===== config.mk =====
export PLATFORM = sky130hd
export DESIGN_NAME = pcp_parallel_config_port
export DESIGN_NICKNAME = d
export VERILOG_FILES = /design/src/hdl/pcp_pkg.sv /design/src/hdl/pcp_parallel_config_port.sv /design/src/hdl/pcp_sync.sv /design/src/hdl/pcp_fifo.sv
export VERILOG_INCLUDE_DIRS = /design/src /design/src/hdl
export SDC_FILE = /design/constraint.sdc
export NUM_CORES = 1
export LEC_CHECK = 0
export BUFFER_PORTS_ARGS = -buffer_cell sky130_fd_sc_hd__buf_4
export CAP_MARGIN = 10
export CORE_MARGIN = 2
export CORE_UTILIZATION = 61
export DETAILED_ROUTE_END_ITERATION = 16
export PLACE_DENSITY = 0.9
export REMOVE_ABC_BUFFERS = 1
export SYNTH_ARGS = -nofsm -noshare
export SYNTH_HDL_FRONTEND = slang
export SYNTH_SLANG_ARGS = --single-unit
export TNS_END_PERCENT = 30

===== constraint.sdc =====
create_clock -name mclk_i -period 7.6 [get_ports mclk_i]
set_clock_uncertainty 0.15 [all_clocks]
set_input_delay 0 -clock mclk_i [delete_from_list [all_inputs] [get_ports mclk_i]]
set_output_delay 0 -clock mclk_i [all_outputs]
set_load 0.01 [all_outputs]

===== src/hdl/pcp_defs.svh =====
// constants of the parallel configuration port
`ifndef PCP_DEFS_SVH
`define PCP_DEFS_SVH

`define PCP_BYTE_W          8
`define PCP_FIFO_DEPTH      8
`define PCP_SYNC_W          13

// synchroniser lane positions
`define PCP_SI_CONFIG_CLOCK         12
`define PCP_SI_CS_N         11
`define PCP_SI_RNW          10
`define PCP_SI_INIT         9
`define PCP_SI_MODE         8
`define PCP_SI_DATA_HI      7
`define PCP_SI_DATA_LO      0

// timing: master config clock half period, derived from the system clock
`define PCP_MCLK_NS         100
`define PCP_CONFIG_CLOCK_HALF_NS    400
`define PCP_CONFIG_CLOCK_HALF       (3'((`PCP_CONFIG_CLOCK_HALF_NS + `PCP_MCLK_NS - 1) / `PCP_MCLK_NS))

// cycles the init pin is held low after reset, counted on the system clock
`define PCP_CLEAR_CYCLES    4'h8
// least number of config clock rising edges in the startup sequence
`define PCP_STARTUP_CYCLES  4'h8

`endif


===== src/hdl/pcp_pkg.sv =====
// types shared by the parallel configuration port files
package pcp_pkg;

    typedef enum logic [3:0] {
        PCP_CLEAR     = 4'h0,
        PCP_WAIT_INIT = 4'h1,
        PCP_IDLE      = 4'h2,
        PCP_WRITE     = 4'h3,
        PCP_READ      = 4'h4,
        PCP_ABORT     = 4'h5,
        PCP_STARTUP   = 4'h6
    } pcp_state_type;

endpackage : pcp_pkg


===== src/hdl/pcp_parallel_config_port.sv =====
// byte-wide parallel configuration port, device end
`timescale 1ns/100ps
`include "pcp_defs.svh"

// How it works
// - config clock paces loading; input in slave mode, driven out in master mode.
// - low full_reset_n resets the whole port asynchronously; pin idles high.
// - init is an input before mode sampling; held low it delays configuration.
// - after mode sampling, init is open-drain: low means CRC error.
// - done is high once configuration completed, low before.
// - data line 0 carries the most significant bit of each byte.
// - read_not_write low means host writes; high means device drives readback.
// - device neither drives nor samples data while chip select is high.
// - in master mode the device makes the config clock timing all transfers.
// - first byte taken on first edge with init high, select and write low.
// - read_not_write change while selected aborts the transfer.
// - done is open-drain by default; an active driver may be enabled.
// - enable the active done driver only on the chain's last device.
// - the startup sequence is clocked by the config clock.
// - data present while busy is high is ignored.
// - during readback busy low marks cycles carrying valid data.
// - chip select high disables the port at once; data and busy float.
module pcp_parallel_config_port (
    input  wire logic       mclk_i,
    input  wire logic       rst_n_i,
    input  wire logic       full_reset_n_i,
    input  wire logic       config_clock_i,
    output logic            config_clock_o,
    output logic            config_clock_oe_o,
    input  wire logic       cs_n_i,
    input  wire logic       read_not_write_i,
    input  wire logic       mode_master_i,
    input  wire logic       init_i,
    output logic            init_o,
    output logic            init_oe_o,
    output logic            done_o,
    output logic            done_oe_o,
    input  wire logic       complete_active_driver_i,
    output logic            busy_o,
    output logic            busy_oe_o,
    input  wire logic [7:0] data_i,
    output logic      [7:0] data_o,
    output logic            data_oe_o,
    output logic      [7:0] cfg_byte_o,
    output logic            cfg_valid_o,
    input  wire logic       cfg_ready_i,
    input  wire logic       cfg_end_i,
    input  wire logic       crc_error_i,
    input  wire logic [7:0] rb_data_i,
    input  wire logic       rb_valid_i,
    output logic            rb_ready_o,
    output logic            abort_o,
    output logic            master_mode_o
);

    typedef struct packed {
        pcp_pkg::pcp_state_type state;
        logic [3:0]             cnt;
        logic [2:0]             div;
        logic                   config_clock_out;
        logic                   config_clock_prev;
        logic                   master;
        logic                   rnw_seen;
        logic                   done;
        logic                   crc_err;
        logic [7:0]             rb_data;
        logic                   rb_have;
        logic                   abort;
    } pcp_core_type;

    pcp_core_type                 st;
    pcp_core_type                 next_st;
    logic                         core_rst_n;
    logic [`PCP_SYNC_W-1:0]       sync_s;
    logic                         config_clock_s;
    logic                         cs_n_s;
    logic                         rnw_s;
    logic                         init_s;
    logic                         mode_s;
    logic [7:0]                   data_s;
    logic                         running;
    logic                         config_clock_rise;
    logic                         selected;
    logic                         push;
    logic                         fifo_ready;

    // line 0 is the msb on the pins, so bytes are mirrored at the boundary
    function automatic logic [7:0] pcp_mirror(input logic [7:0] b);
        logic [7:0] r;
        r = '0;
        for (int i = 0; i < 8; i++) begin
            r[i] = b[7-i];
        end
        return r;
    endfunction : pcp_mirror

    // reset pin is not synchronised on release; the host holds it for many clocks
    assign core_rst_n = rst_n_i && full_reset_n_i;

    pcp_sync #(
        .WIDTH (`PCP_SYNC_W)
    ) u_sync (
        .clk_i   (mclk_i),
        .rst_n_i (core_rst_n),
        .async_i ({config_clock_i, cs_n_i, read_not_write_i, init_i, mode_master_i, data_i}),
        .sync_o  (sync_s)
    );

    assign config_clock_s   = sync_s[`PCP_SI_CONFIG_CLOCK];
    assign cs_n_s   = sync_s[`PCP_SI_CS_N];
    assign rnw_s    = sync_s[`PCP_SI_RNW];
    assign init_s   = sync_s[`PCP_SI_INIT];
    assign mode_s   = sync_s[`PCP_SI_MODE];
    assign data_s   = sync_s[`PCP_SI_DATA_HI:`PCP_SI_DATA_LO];
    assign selected = !cs_n_s;

    assign running = (st.state != pcp_pkg::PCP_CLEAR) && (st.state != pcp_pkg::PCP_WAIT_INIT);

    // one event per config clock rising edge, own or received
    assign config_clock_rise = st.master ? (running && (st.div == `PCP_CONFIG_CLOCK_HALF - 3'h1) && !st.config_clock_out)
                                 : (config_clock_s && !st.config_clock_prev);

    // bytes refused by a full buffer are dropped; busy tells the host to repeat
    assign push = config_clock_rise && selected && !rnw_s && fifo_ready && !cfg_end_i
               && ((st.state == pcp_pkg::PCP_IDLE) || (st.state == pcp_pkg::PCP_WRITE));

    pcp_fifo #(
        .WIDTH (`PCP_BYTE_W),
        .DEPTH (`PCP_FIFO_DEPTH)
    ) u_fifo (
        .clk_i       (mclk_i),
        .rst_n_i     (core_rst_n),
        .in_valid_i  (push),
        .in_ready_o  (fifo_ready),
        .in_data_i   (pcp_mirror(data_s)),
        .out_valid_o (cfg_valid_o),
        .out_ready_i (cfg_ready_i),
        .out_data_o  (cfg_byte_o)
    );

    assign rb_ready_o = (st.state == pcp_pkg::PCP_READ) && config_clock_rise && selected && rnw_s
                     && (rnw_s == st.rnw_seen);

    always_comb begin
        next_st           = st;
        next_st.abort     = 1'b0;
        next_st.config_clock_prev = config_clock_s;
        if (st.master && running) begin
            if (st.div == `PCP_CONFIG_CLOCK_HALF - 3'h1) begin
                next_st.div      = '0;
                next_st.config_clock_out = !st.config_clock_out;
            end else begin
                next_st.div = st.div + 3'h1;
            end
        end
        if (running && crc_error_i) begin
            next_st.crc_err = 1'b1;
        end
        unique case (st.state)
            pcp_pkg::PCP_CLEAR: begin
                // count starts at zero under reset, so this gives the full clear span after release
                if (st.cnt == `PCP_CLEAR_CYCLES) begin
                    next_st.cnt   = '0;
                    next_st.state = pcp_pkg::PCP_WAIT_INIT;
                end else begin
                    next_st.cnt = st.cnt + 4'h1;
                end
            end
            pcp_pkg::PCP_WAIT_INIT: begin
                // mode is caught as init rises; a low init from outside holds us here
                if (init_s) begin
                    next_st.master = mode_s;
                    next_st.state  = pcp_pkg::PCP_IDLE;
                end
            end
            pcp_pkg::PCP_IDLE: begin
                if (config_clock_rise && selected) begin
                    next_st.rnw_seen = rnw_s;
                    next_st.rb_have  = 1'b0;
                    next_st.state    = rnw_s ? pcp_pkg::PCP_READ : pcp_pkg::PCP_WRITE;
                end
            end
            pcp_pkg::PCP_WRITE: begin
                if (!selected) begin
                    next_st.state = pcp_pkg::PCP_IDLE;
                end else if (config_clock_rise && (rnw_s != st.rnw_seen)) begin
                    next_st.abort = 1'b1;
                    next_st.state = pcp_pkg::PCP_ABORT;
                end else if (config_clock_rise && cfg_end_i) begin
                    next_st.cnt   = '0;
                    next_st.state = pcp_pkg::PCP_STARTUP;
                end
            end
            pcp_pkg::PCP_READ: begin
                if (!selected) begin
                    next_st.state = pcp_pkg::PCP_IDLE;
                end else if (config_clock_rise && (rnw_s != st.rnw_seen)) begin
                    next_st.abort = 1'b1;
                    next_st.state = pcp_pkg::PCP_ABORT;
                end else if (config_clock_rise) begin
                    // host takes the shown byte on this edge; refill or show busy
                    next_st.rb_have = rb_valid_i;
                    if (rb_valid_i) begin
                        next_st.rb_data = pcp_mirror(rb_data_i);
                    end
                end
            end
            pcp_pkg::PCP_ABORT: begin
                if (!selected) begin
                    next_st.state = pcp_pkg::PCP_IDLE;
                end
            end
            pcp_pkg::PCP_STARTUP: begin
                if (config_clock_rise) begin
                    if (st.cnt == `PCP_STARTUP_CYCLES - 4'h1) begin
                        next_st.done  = 1'b1;
                        next_st.state = pcp_pkg::PCP_IDLE;
                    end else begin
                        next_st.cnt = st.cnt + 4'h1;
                    end
                end
            end
            default: begin
                next_st.state = pcp_pkg::PCP_CLEAR;
            end
        endcase
    end

    always_ff @(posedge mclk_i or negedge core_rst_n) begin
        if (!core_rst_n) begin
            st <= '0;
        end else begin
            st <= next_st;
        end
    end

    assign config_clock_o    = st.config_clock_out;
    assign config_clock_oe_o = st.master && running;
    assign master_mode_o     = st.master;

    // init pulled low while clearing, then only to flag a CRC error
    assign init_o    = 1'b0;
    assign init_oe_o = ((st.state == pcp_pkg::PCP_CLEAR) && (st.cnt != '0)) || (running && st.crc_err);

    // open drain unless the active driver is strapped on (last device only)
    assign done_o    = st.done;
    assign done_oe_o = !st.done || complete_active_driver_i;

    // enables use the raw select pin so deselect floats the bus at once
    assign busy_oe_o = !cs_n_i && running;
    assign busy_o    = (st.state == pcp_pkg::PCP_READ) ? !st.rb_have
                     : ((st.state == pcp_pkg::PCP_IDLE) || (st.state == pcp_pkg::PCP_WRITE)) ? !fifo_ready
                     : 1'b1;
    assign data_oe_o = !cs_n_i && (st.state == pcp_pkg::PCP_READ);
    assign data_o    = st.rb_data;
    assign abort_o   = st.abort;
endmodule : pcp_parallel_config_port


===== src/hdl/pcp_sync.sv =====
// two-stage synchroniser for a bundle of pin inputs
`timescale 1ns/100ps

module pcp_sync #(
    parameter int WIDTH = 1
) (
    input  wire logic             clk_i,
    input  wire logic             rst_n_i,
    input  wire logic [WIDTH-1:0] async_i,
    output logic      [WIDTH-1:0] sync_o
);

    typedef struct packed {
        logic [WIDTH-1:0] stage1;
        logic [WIDTH-1:0] stage2;
    } pcp_sync_type;

    pcp_sync_type st;
    pcp_sync_type next_st;

    always_comb begin
        next_st        = st;
        next_st.stage1 = async_i;
        next_st.stage2 = st.stage1;
    end

    always_ff @(posedge clk_i or negedge rst_n_i) begin
        if (!rst_n_i) begin
            st <= '0;
        end else begin
            st <= next_st;
        end
    end

    assign sync_o = st.stage2;

endmodule : pcp_sync


===== src/hdl/pcp_fifo.sv =====
// flip-flop FIFO with valid/ready on both sides
`timescale 1ns/100ps

module pcp_fifo #(
    parameter int WIDTH = 8,
    parameter int DEPTH = 8
) (
    input  wire logic             clk_i,
    input  wire logic             rst_n_i,
    input  wire logic             in_valid_i,
    output logic                  in_ready_o,
    input  wire logic [WIDTH-1:0] in_data_i,
    output logic                  out_valid_o,
    input  wire logic             out_ready_i,
    output logic      [WIDTH-1:0] out_data_o
);

    localparam int AW = $clog2(DEPTH);

    typedef struct packed {
        logic [DEPTH-1:0][WIDTH-1:0] mem;
        logic [AW-1:0]               wr_ptr;
        logic [AW-1:0]               rd_ptr;
        logic [AW:0]                 count;
    } pcp_fifo_type;

    pcp_fifo_type st;
    pcp_fifo_type next_st;
    logic         push;
    logic         pop;

    assign in_ready_o  = (st.count != (AW+1)'(DEPTH));
    assign out_valid_o = (st.count != '0);
    assign out_data_o  = st.mem[st.rd_ptr];
    assign push        = in_valid_i && in_ready_o;
    assign pop         = out_valid_o && out_ready_i;

    always_comb begin
        next_st = st;
        if (push) begin
            next_st.mem[st.wr_ptr] = in_data_i;
            next_st.wr_ptr = (st.wr_ptr == AW'(DEPTH - 1)) ? '0 : st.wr_ptr + AW'(1);
        end
        if (pop) begin
            next_st.rd_ptr = (st.rd_ptr == AW'(DEPTH - 1)) ? '0 : st.rd_ptr + AW'(1);
        end
        if (push && !pop) begin
            next_st.count = st.count + (AW+1)'(1);
        end else if (pop && !push) begin
            next_st.count = st.count - (AW+1)'(1);
        end
    end

    always_ff @(posedge clk_i or negedge rst_n_i) begin
        if (!rst_n_i) begin
            st <= '0;
        end else begin
            st <= next_st;
        end
    end

endmodule : pcp_fifo


==> reports/metrics.yaml, run 1 <==
outcome:
  status: "complete, no violations"
route:
  first_iter_violations: 255
  vias: 3691
  drt-pass1-iter-count: 4
  viasPerCell: 5.84
  ant_nets: 0
  drt_wl_total_um: 12400
  wire_per_inst_um: 19.6
  drc: 0
worst_hold_path:
  hp-class: "input pin to primary output"
  min_path_cells: 3
synthesis:
  synth-compound-area-share_pct: 4.88
  syn_inst: 405
  yosysWarnings: 0
  synth_edf_count: 0
  ys_ff_latch: 126
  synthArstFlopShare_pct: 100
  synth_simple_gate_area_share_pct: 8.88
  synth_top_area_share_pct: 55.4
  synth_most_common_cell: "dfrtp_1"
  ys_dominant_reg_cell: "dfrtp_1"
  syn_area_per_cell_um2: 14.1
  netlist_top_cells_count: "dfrtp_1 (126), mux2_2 (85), nand2_1 (20)"
  synth_top_family_by_area: "multiplexers"
  yosys-top-cells-area: "dfrtp_1 (55%), mux2_2 (17%), mux4_2 (6.3%)"
  ys_types: 55
  synth_xor_area_share_pct: 1.08
  synth_fa_ha_area_share_pct: 2.55
  synth_area_leader_cell: "dfrtp_1"
  netlist_area_um2: 5690
  synth.mux.area_fraction_pct: 24.0
  ys_seq_area_share_pct: 55.4
placed_design:
  io_buffers: 56
  routabilityCongestion: 0.844
  dp_cells: 549
  dp.final_hpwl_um: 6980
cells_and_area:
  areaGrowthSynthToFinish_pct: 28.2
  fin_cells: 632
  n_antenna_cell: 0
  final_nets: 548
  final_layout_size_suffix_gt1_share_pct: 39.5
setup_path:
  regToRegEndpoint: "u_fifo.st[3]"
  rr_worst_depth: 12
  worst_setup_path_start_kind: "flop"
  endpoint: "u_fifo.st[3]"
  cp_slowest_stage_delay_ns: 0.53
  r2r_start: "u_sync.sync_o[11]"
  cp-end-kind: "flop"
  arrival_ns: 3.48
  crit_start: "u_sync.sync_o[11]"
  crit_type: "flop to flop"
  r2r_slack_ns: 4.36
  cp.required_ns: 7.84
  worst_path_max_delay_cell: "dfrtp_1"
  critical_path.max_fanout: 12
  crit_chain: "or2_2 -> o32ai_4 -> nand3_1 -> inv_1 -> ha_1 -> inv_1 -> ha_1 -> a21o_1 -> a21oi_1 -> xnor2_1 -> nor2_1 -> xor2_1"
clock_network:
  numCtsBuffers: 17
  clkTransAtPathRegs_ns: 0.06
  clk_latency_ns: 0.51
  clock_path_buffers: 2
  cts_tree: "yes"
  post_cts_buffers: 0
  htree_levels: 4
  cts_root_buffer: "clkbuf_8"
  cts.sinks: 126
timing:
  rsz0062_at_grt: "no"
  hold_violations: 0
  max_clock_freq_ghz: 0.308
  slew_viol_final: 0
  setup_viol: 0
  worst_slew_pin_slew_ns: 0.931
  setup_tns_ns: 0
  min_period_over_period_pct: 42.7
  relSlewSlack_pct: 37.6
  fin_crit_ns: 3.24
grt:
  grt_max_degree: 77
  grt_pass1_vias: 3927
  grtUsageTotal_pct: 27.0
  antenna_found_initial: 0
  grt_first_pass_wirelength_um: 20400
  gr-total-overflow: 0
floorplanning:
  start_util_pct: 62.2
  die-area_um2: 10100
  fp.coreArea_um2: 9150
  dieHeight_um: 101
  fp.dieW_um: 101
  rows: 35
  ios: 58
flow_run:
  cap_violations: 0
power:
  power_density_nw_per_um2: 323
  ir_drop_mv: 0.236
  leakagePower_nw: 3.56
## power by group
group          internal, mW  switching, mW
combinational         0.308          0.271
clock                 0.549          0.314
sequential            0.774          0.146
## registers in the layout (all words and copies together), names as in the netlist
signal	count
u_fifo.st	74
st	14
u_sync.next_st	13
u_sync.sync_o	13
data_o	8
abort_o	1
config_clock_o	1
done_o	1
master_mode_o	1
## per-stage QoR
stage / hold slack [ns] / total power, mW / setup slack, ns / util, % / cell area (um^2)
3_5_place_dp: -0.0396 / 1.47 / 4.41 / 67.1 / 6140
4_1_cts: 0.120 / 2.37 / 4.38 / 79.8 / 7300
3_3_place_gp: -0.0408 / 1.44 / 4.57 / 67.1 / 6140
5_1_grt: 0.154 / 2.48 / 4.10 / 79.8 / 7300
2_1_floorplan: -0.119 / 1.28 / 3.44 / - / 5560
6_report: 0.118 / 2.36 / 4.36 / 79.8 / 7300
## per-layer routing
metal	global-route usage, %	routed length [um]	vias to the layer above
met2	45.4	6650	110
met5	0	0	-
met4	8.54	148	0
met3	6.38	437	16
met1	35.0	5150	1882
li1	-	-	1683
## kinds of logic (layout without fill, tap and decap cells)
| group | after synthesis | in the layout |
|---|---|---|
| simple gates | 78 | 78 |
| mux | 106 | 106 |
| buf+inv | 38 | 154 |
| flops | 126 | 126 |
| xor+xnor | 7 | 7 |
| compound gates | 38 | 38 |
| fa+ha+maj | 11 | 11 |
| other cells | 1 | 1 |
## critical path: cells and delay by family, from the launching register on
| kind | cells | cell delay, ns |
|---|---|---|
| AND/OR/NAND/NOR | 3 | 0.68 |
| buffers and inverters | 2 | 0.20 |
| XOR/XNOR | 2 | 0.28 |
| adder cells (fa/ha/maj) | 2 | 0.48 |
| flip-flops | 1 | 0.53 |
| AO/OA/AOI/OAI | 3 | 0.80 |
## repair_timing
item,in CTS,in global routing
hold buffers,51,0
hold endpoints to repair,85,0
gates resized for setup,0,0
## final cells by class
cell class / instances / area [um^2]
clock buffers: 18 / 428
clock inverters: 14 / 204
fillers: 484 / 1850
inverters: 13 / 48.8
multi-input cells: 241 / 2360
flip-flops and latches: 126 / 3150
well taps: 111 / 139
repair buffers: 109 / 963
## worst min-delay path by stage
stage	slack, ns	end	from
after floorplan	-0.12	u_sync.next_st[0]	data_i[0]
after global placement	-0.04	u_sync.next_st[2]	data_i[2]
after detailed placement	-0.04	u_sync.next_st[0]	data_i[0]
after CTS	0.12	done_oe_o	complete_active_driver_i
after global routing	0.15	done_oe_o	complete_active_driver_i
final	0.12	done_oe_o	complete_active_driver_i
## layout by cell type (no fill, tap or decap), types with 5 or more instances in the layout
cell type and count:
nor2_1 11, ha_1 10, nand3b_1 5, buf_4 58, nand2_1 20, mux2_2 85
dlygate4sd3_1 50, a21oi_1 6, o21ai_0 7, nor3_1 7, clkbuf_16 16, inv_1 13
mux4_2 16, nand2b_1 8, mux2i_1 5, inv_6 5, dfrtp_1 126
No activity file was read; power rests on OpenSTA's default activity.
==> run 2, diff against run 1 <==
- CORE_UTILIZATION: 61 -> 53
- PLACE_DENSITY: 0.9 -> 0.84
- clock period: 7.6 -> 2.6 ns (I/O delays scaled with it)
==> reports/metrics.yaml, run 2 (synthesis results as in run 1) <==
outcome:
  status: "complete, no violations"
setup_path:
  cp_top_family: "simple AND/OR/NAND/NOR gates"
  cp.required_ns: 2.86  # -4.98 ns
  critical_path.max_fanout: 8  # -4
  cp_num_buf_inv: 3  # +1
  crit_chain: "or3b_4 -> o32ai_4 -> buf_4 -> buf_4 -> nand3_4 -> nor4b_4 -> buf_6 -> mux2_2"
  cp-end-kind: "flop"
  cpMostUsedCell: "buf_4"
  worst_setup_path_start_kind: "flop"
  arrival_ns: 2.79  # -0.69 ns
  worst_path_max_delay_cell: "or3b_4"
  cp_slowest_stage_delay_ns: 0.42  # -0.11 ns
  crit_type: "flop to flop"
  r2r_start: "st[14]"
  crit_start: "st[14]"
clock_network:
  clk_latency_ns: 0.53  # +0.02 ns
  cts.sinks: 126  # unchanged
  cts_tree: "yes"
  cts_root_buffer: "clkbuf_8"
  numCtsBuffers: 17  # unchanged
  clkTransAtPathRegs_ns: 0.06  # about the same
  clock_path_buffers: 2  # unchanged
  htree_levels: 4  # unchanged
grt:
  grtUsageTotal_pct: 23.7  # -3.3 points
  grt_first_pass_wirelength_um: 20500  # +0.54%
  grt_pass1_vias: 4010  # +2.1%
  grt_max_degree: 50  # -35%
  gr-total-overflow: 0  # unchanged
  grt_use_met3_pct: 7.81  # +1.4 points
  use_met2_pct: 37.5  # -7.9 points
  antenna_found_initial: 0  # unchanged
  grt-busiest-layer: "met2"
  grtUsageMet1_pct: 30.7  # -4.3 points
timing:
  relSlewSlack_pct: 44.8  # +7.2 points
  setup_viol: 0  # unchanged
  slew_viol_final: 0  # unchanged
  hold_violations: 0  # unchanged
  setup_ws_ns: 0.0660  # -4.29 ns
  setup_tns_ns: 0  # unchanged
  rsz0062_at_grt: "yes"
  worst_slew_pin_slew_ns: 0.828  # -0.103 ns
  min_period_over_period_pct: 97.5  # +55 points
  max_clock_freq_ghz: 0.395  # +28%
  fin_crit_ns: 2.53  # -0.710 ns
  holdWs_ns: 0.112  # -0.00585 ns
route:
  ant_nets: 0  # unchanged
  drt_wl_total_um: 12700  # +2.3%
  viasPerCell: 5.64  # -3.3%
  first_iter_violations: 280  # +9.8%
  drc: 0  # unchanged
  vias: 3844  # +4.1%
  wire_per_inst_um: 18.6  # -5.0%
  drt-pass1-iter-count: 4  # unchanged
cells_and_area:
  final_layout_size_suffix_gt1_share_pct: 45.0  # +5.4 points
  finalCoreUtilization_pct: 72.7  # -7.0 points
  final_nets: 572  # +4.4%
  max_flop_register: "u_fifo.st"
  n_antenna_cell: 0  # unchanged
  areaGrowthSynthToFinish_pct: 32.5
  largest_register_ffs: 74  # unchanged
  final_common_cell: "dfrtp_1"
  reg_top3: "u_fifo.st x74, st x14"
  final_cell_mix: "dfrtp_1 (126), buf_4 (87), mux2_2 (85)"
floorplanning:
  die-area_um2: 11600  # +14%
  ios: 58  # unchanged
  fp.dieW_um: 108  # +7.0%
  dieHeight_um: 108  # +7.0%
  start_util_pct: 54.9  # -7.3 points
  fp.coreArea_um2: 10400  # +13%
  rows: 37  # +5.7%
worst_hold_path:
  hp-class: "input pin to flop"
  hold_start: "rb_data_i[3]"
power:
  power_density_nw_per_um2: 935  # +190%
  leakagePower_nw: 3.65  # +2.6%
  p_total_mw: 7.05  # +200%
  ir_drop_mv: 0.474  # +100%
placed_design:
  routabilityCongestion: 0.856  # +1.5%
  dp.final_hpwl_um: 7380  # +5.7%
  io_buffers: 56  # unchanged
  dpl_worst_slack_ns: -0.0661  # -4.48 ns
flow_run:
  cap_violations: 0  # unchanged
-- run 2: cell types whose count changed in the layout (fill, tap and decap cells not counted), moves of 2 or more --
cell	before	now
buf_12	0	2
buf_4	58	87
buf_6	0	2
clkbuf_1	0	2
clkbuf_8	2	5
dlygate4sd3_1	50	42
inv_1	13	11
inv_2	0	2
inv_6	5	0
-- run 2: worst paths after layout --
check | depth (start not counted) | slack (ns) | to
min | 3 | 0.11 | data_o[4]
min in group asynchronous | 5 | 0.46 | u_fifo.st[18]
max reg2reg | 8 | 0.07 | u_fifo.st[22]
max | 8 | 0.07 | u_fifo.st[22]
max in group asynchronous | 6 | 1.20 | config_clock_o
min reg2reg | 0 | 0.20 | u_sync.sync_o[8]
-- run 2: worst reg2reg max path, cell delays in order (launching register included) --
cell	delay [ns]
dfrtp_1	0.38
or3b_4	0.42
o32ai_4	0.16
buf_4	0.16
buf_4	0.15
nand3_4	0.14
nor4b_4	0.30
buf_6	0.19
mux2_2	0.35
-- run 2: layout make-up --
cell class / instances / area, um^2
clock buffers: 23 / 477
flip-flops and latches: 126 / 3150
inverters: 13 / 48.8
repair buffers: 133 / 1140
multi-input cells: 241 / 2400
clock inverters: 9 / 156
well taps: 136 / 170
fillers: 648 / 2830
-- run 2: metal layers --
layer / part of all wire (%) / wire, um / vias up
met5: 0 / 0 / -
met4: 1.8 / 226 / 0
met3: 5.4 / 685 / 21
met2: 51 / 6420 / 128
met1: 42 / 5350 / 1970
li1: - / - / 1725
-- run 2: timing repair --
| action | in CTS | in global routing |
|---|---|---|
| hold endpoints to repair | 165 | 0 |
| hold buffers | 43 | 0 |
| setup endpoints to repair | 1 | 2 |
| gates cloned | 0 | 0 |
| gates resized for setup | 3 | 10 |
| pin swaps | 1 | 2 |
| buffers inserted | 1 | 3 |
-- run 2: report_power, final --
part / leakage (nW) / internal [mW] / switching [mW]
Combinational: 1.69 / 1.01 / 0.912
Clock: 0.300 / 1.66 / 0.851
Sequential: 1.66 / 2.26 / 0.356
-- run 2: metrics by stage --
step,std cells,cell area (um^2)
after floorplan,380,5560
after global placement,602,6390
after detailed placement,602,6390
after CTS,678,7490
after global routing,681,7540
final,681,7540
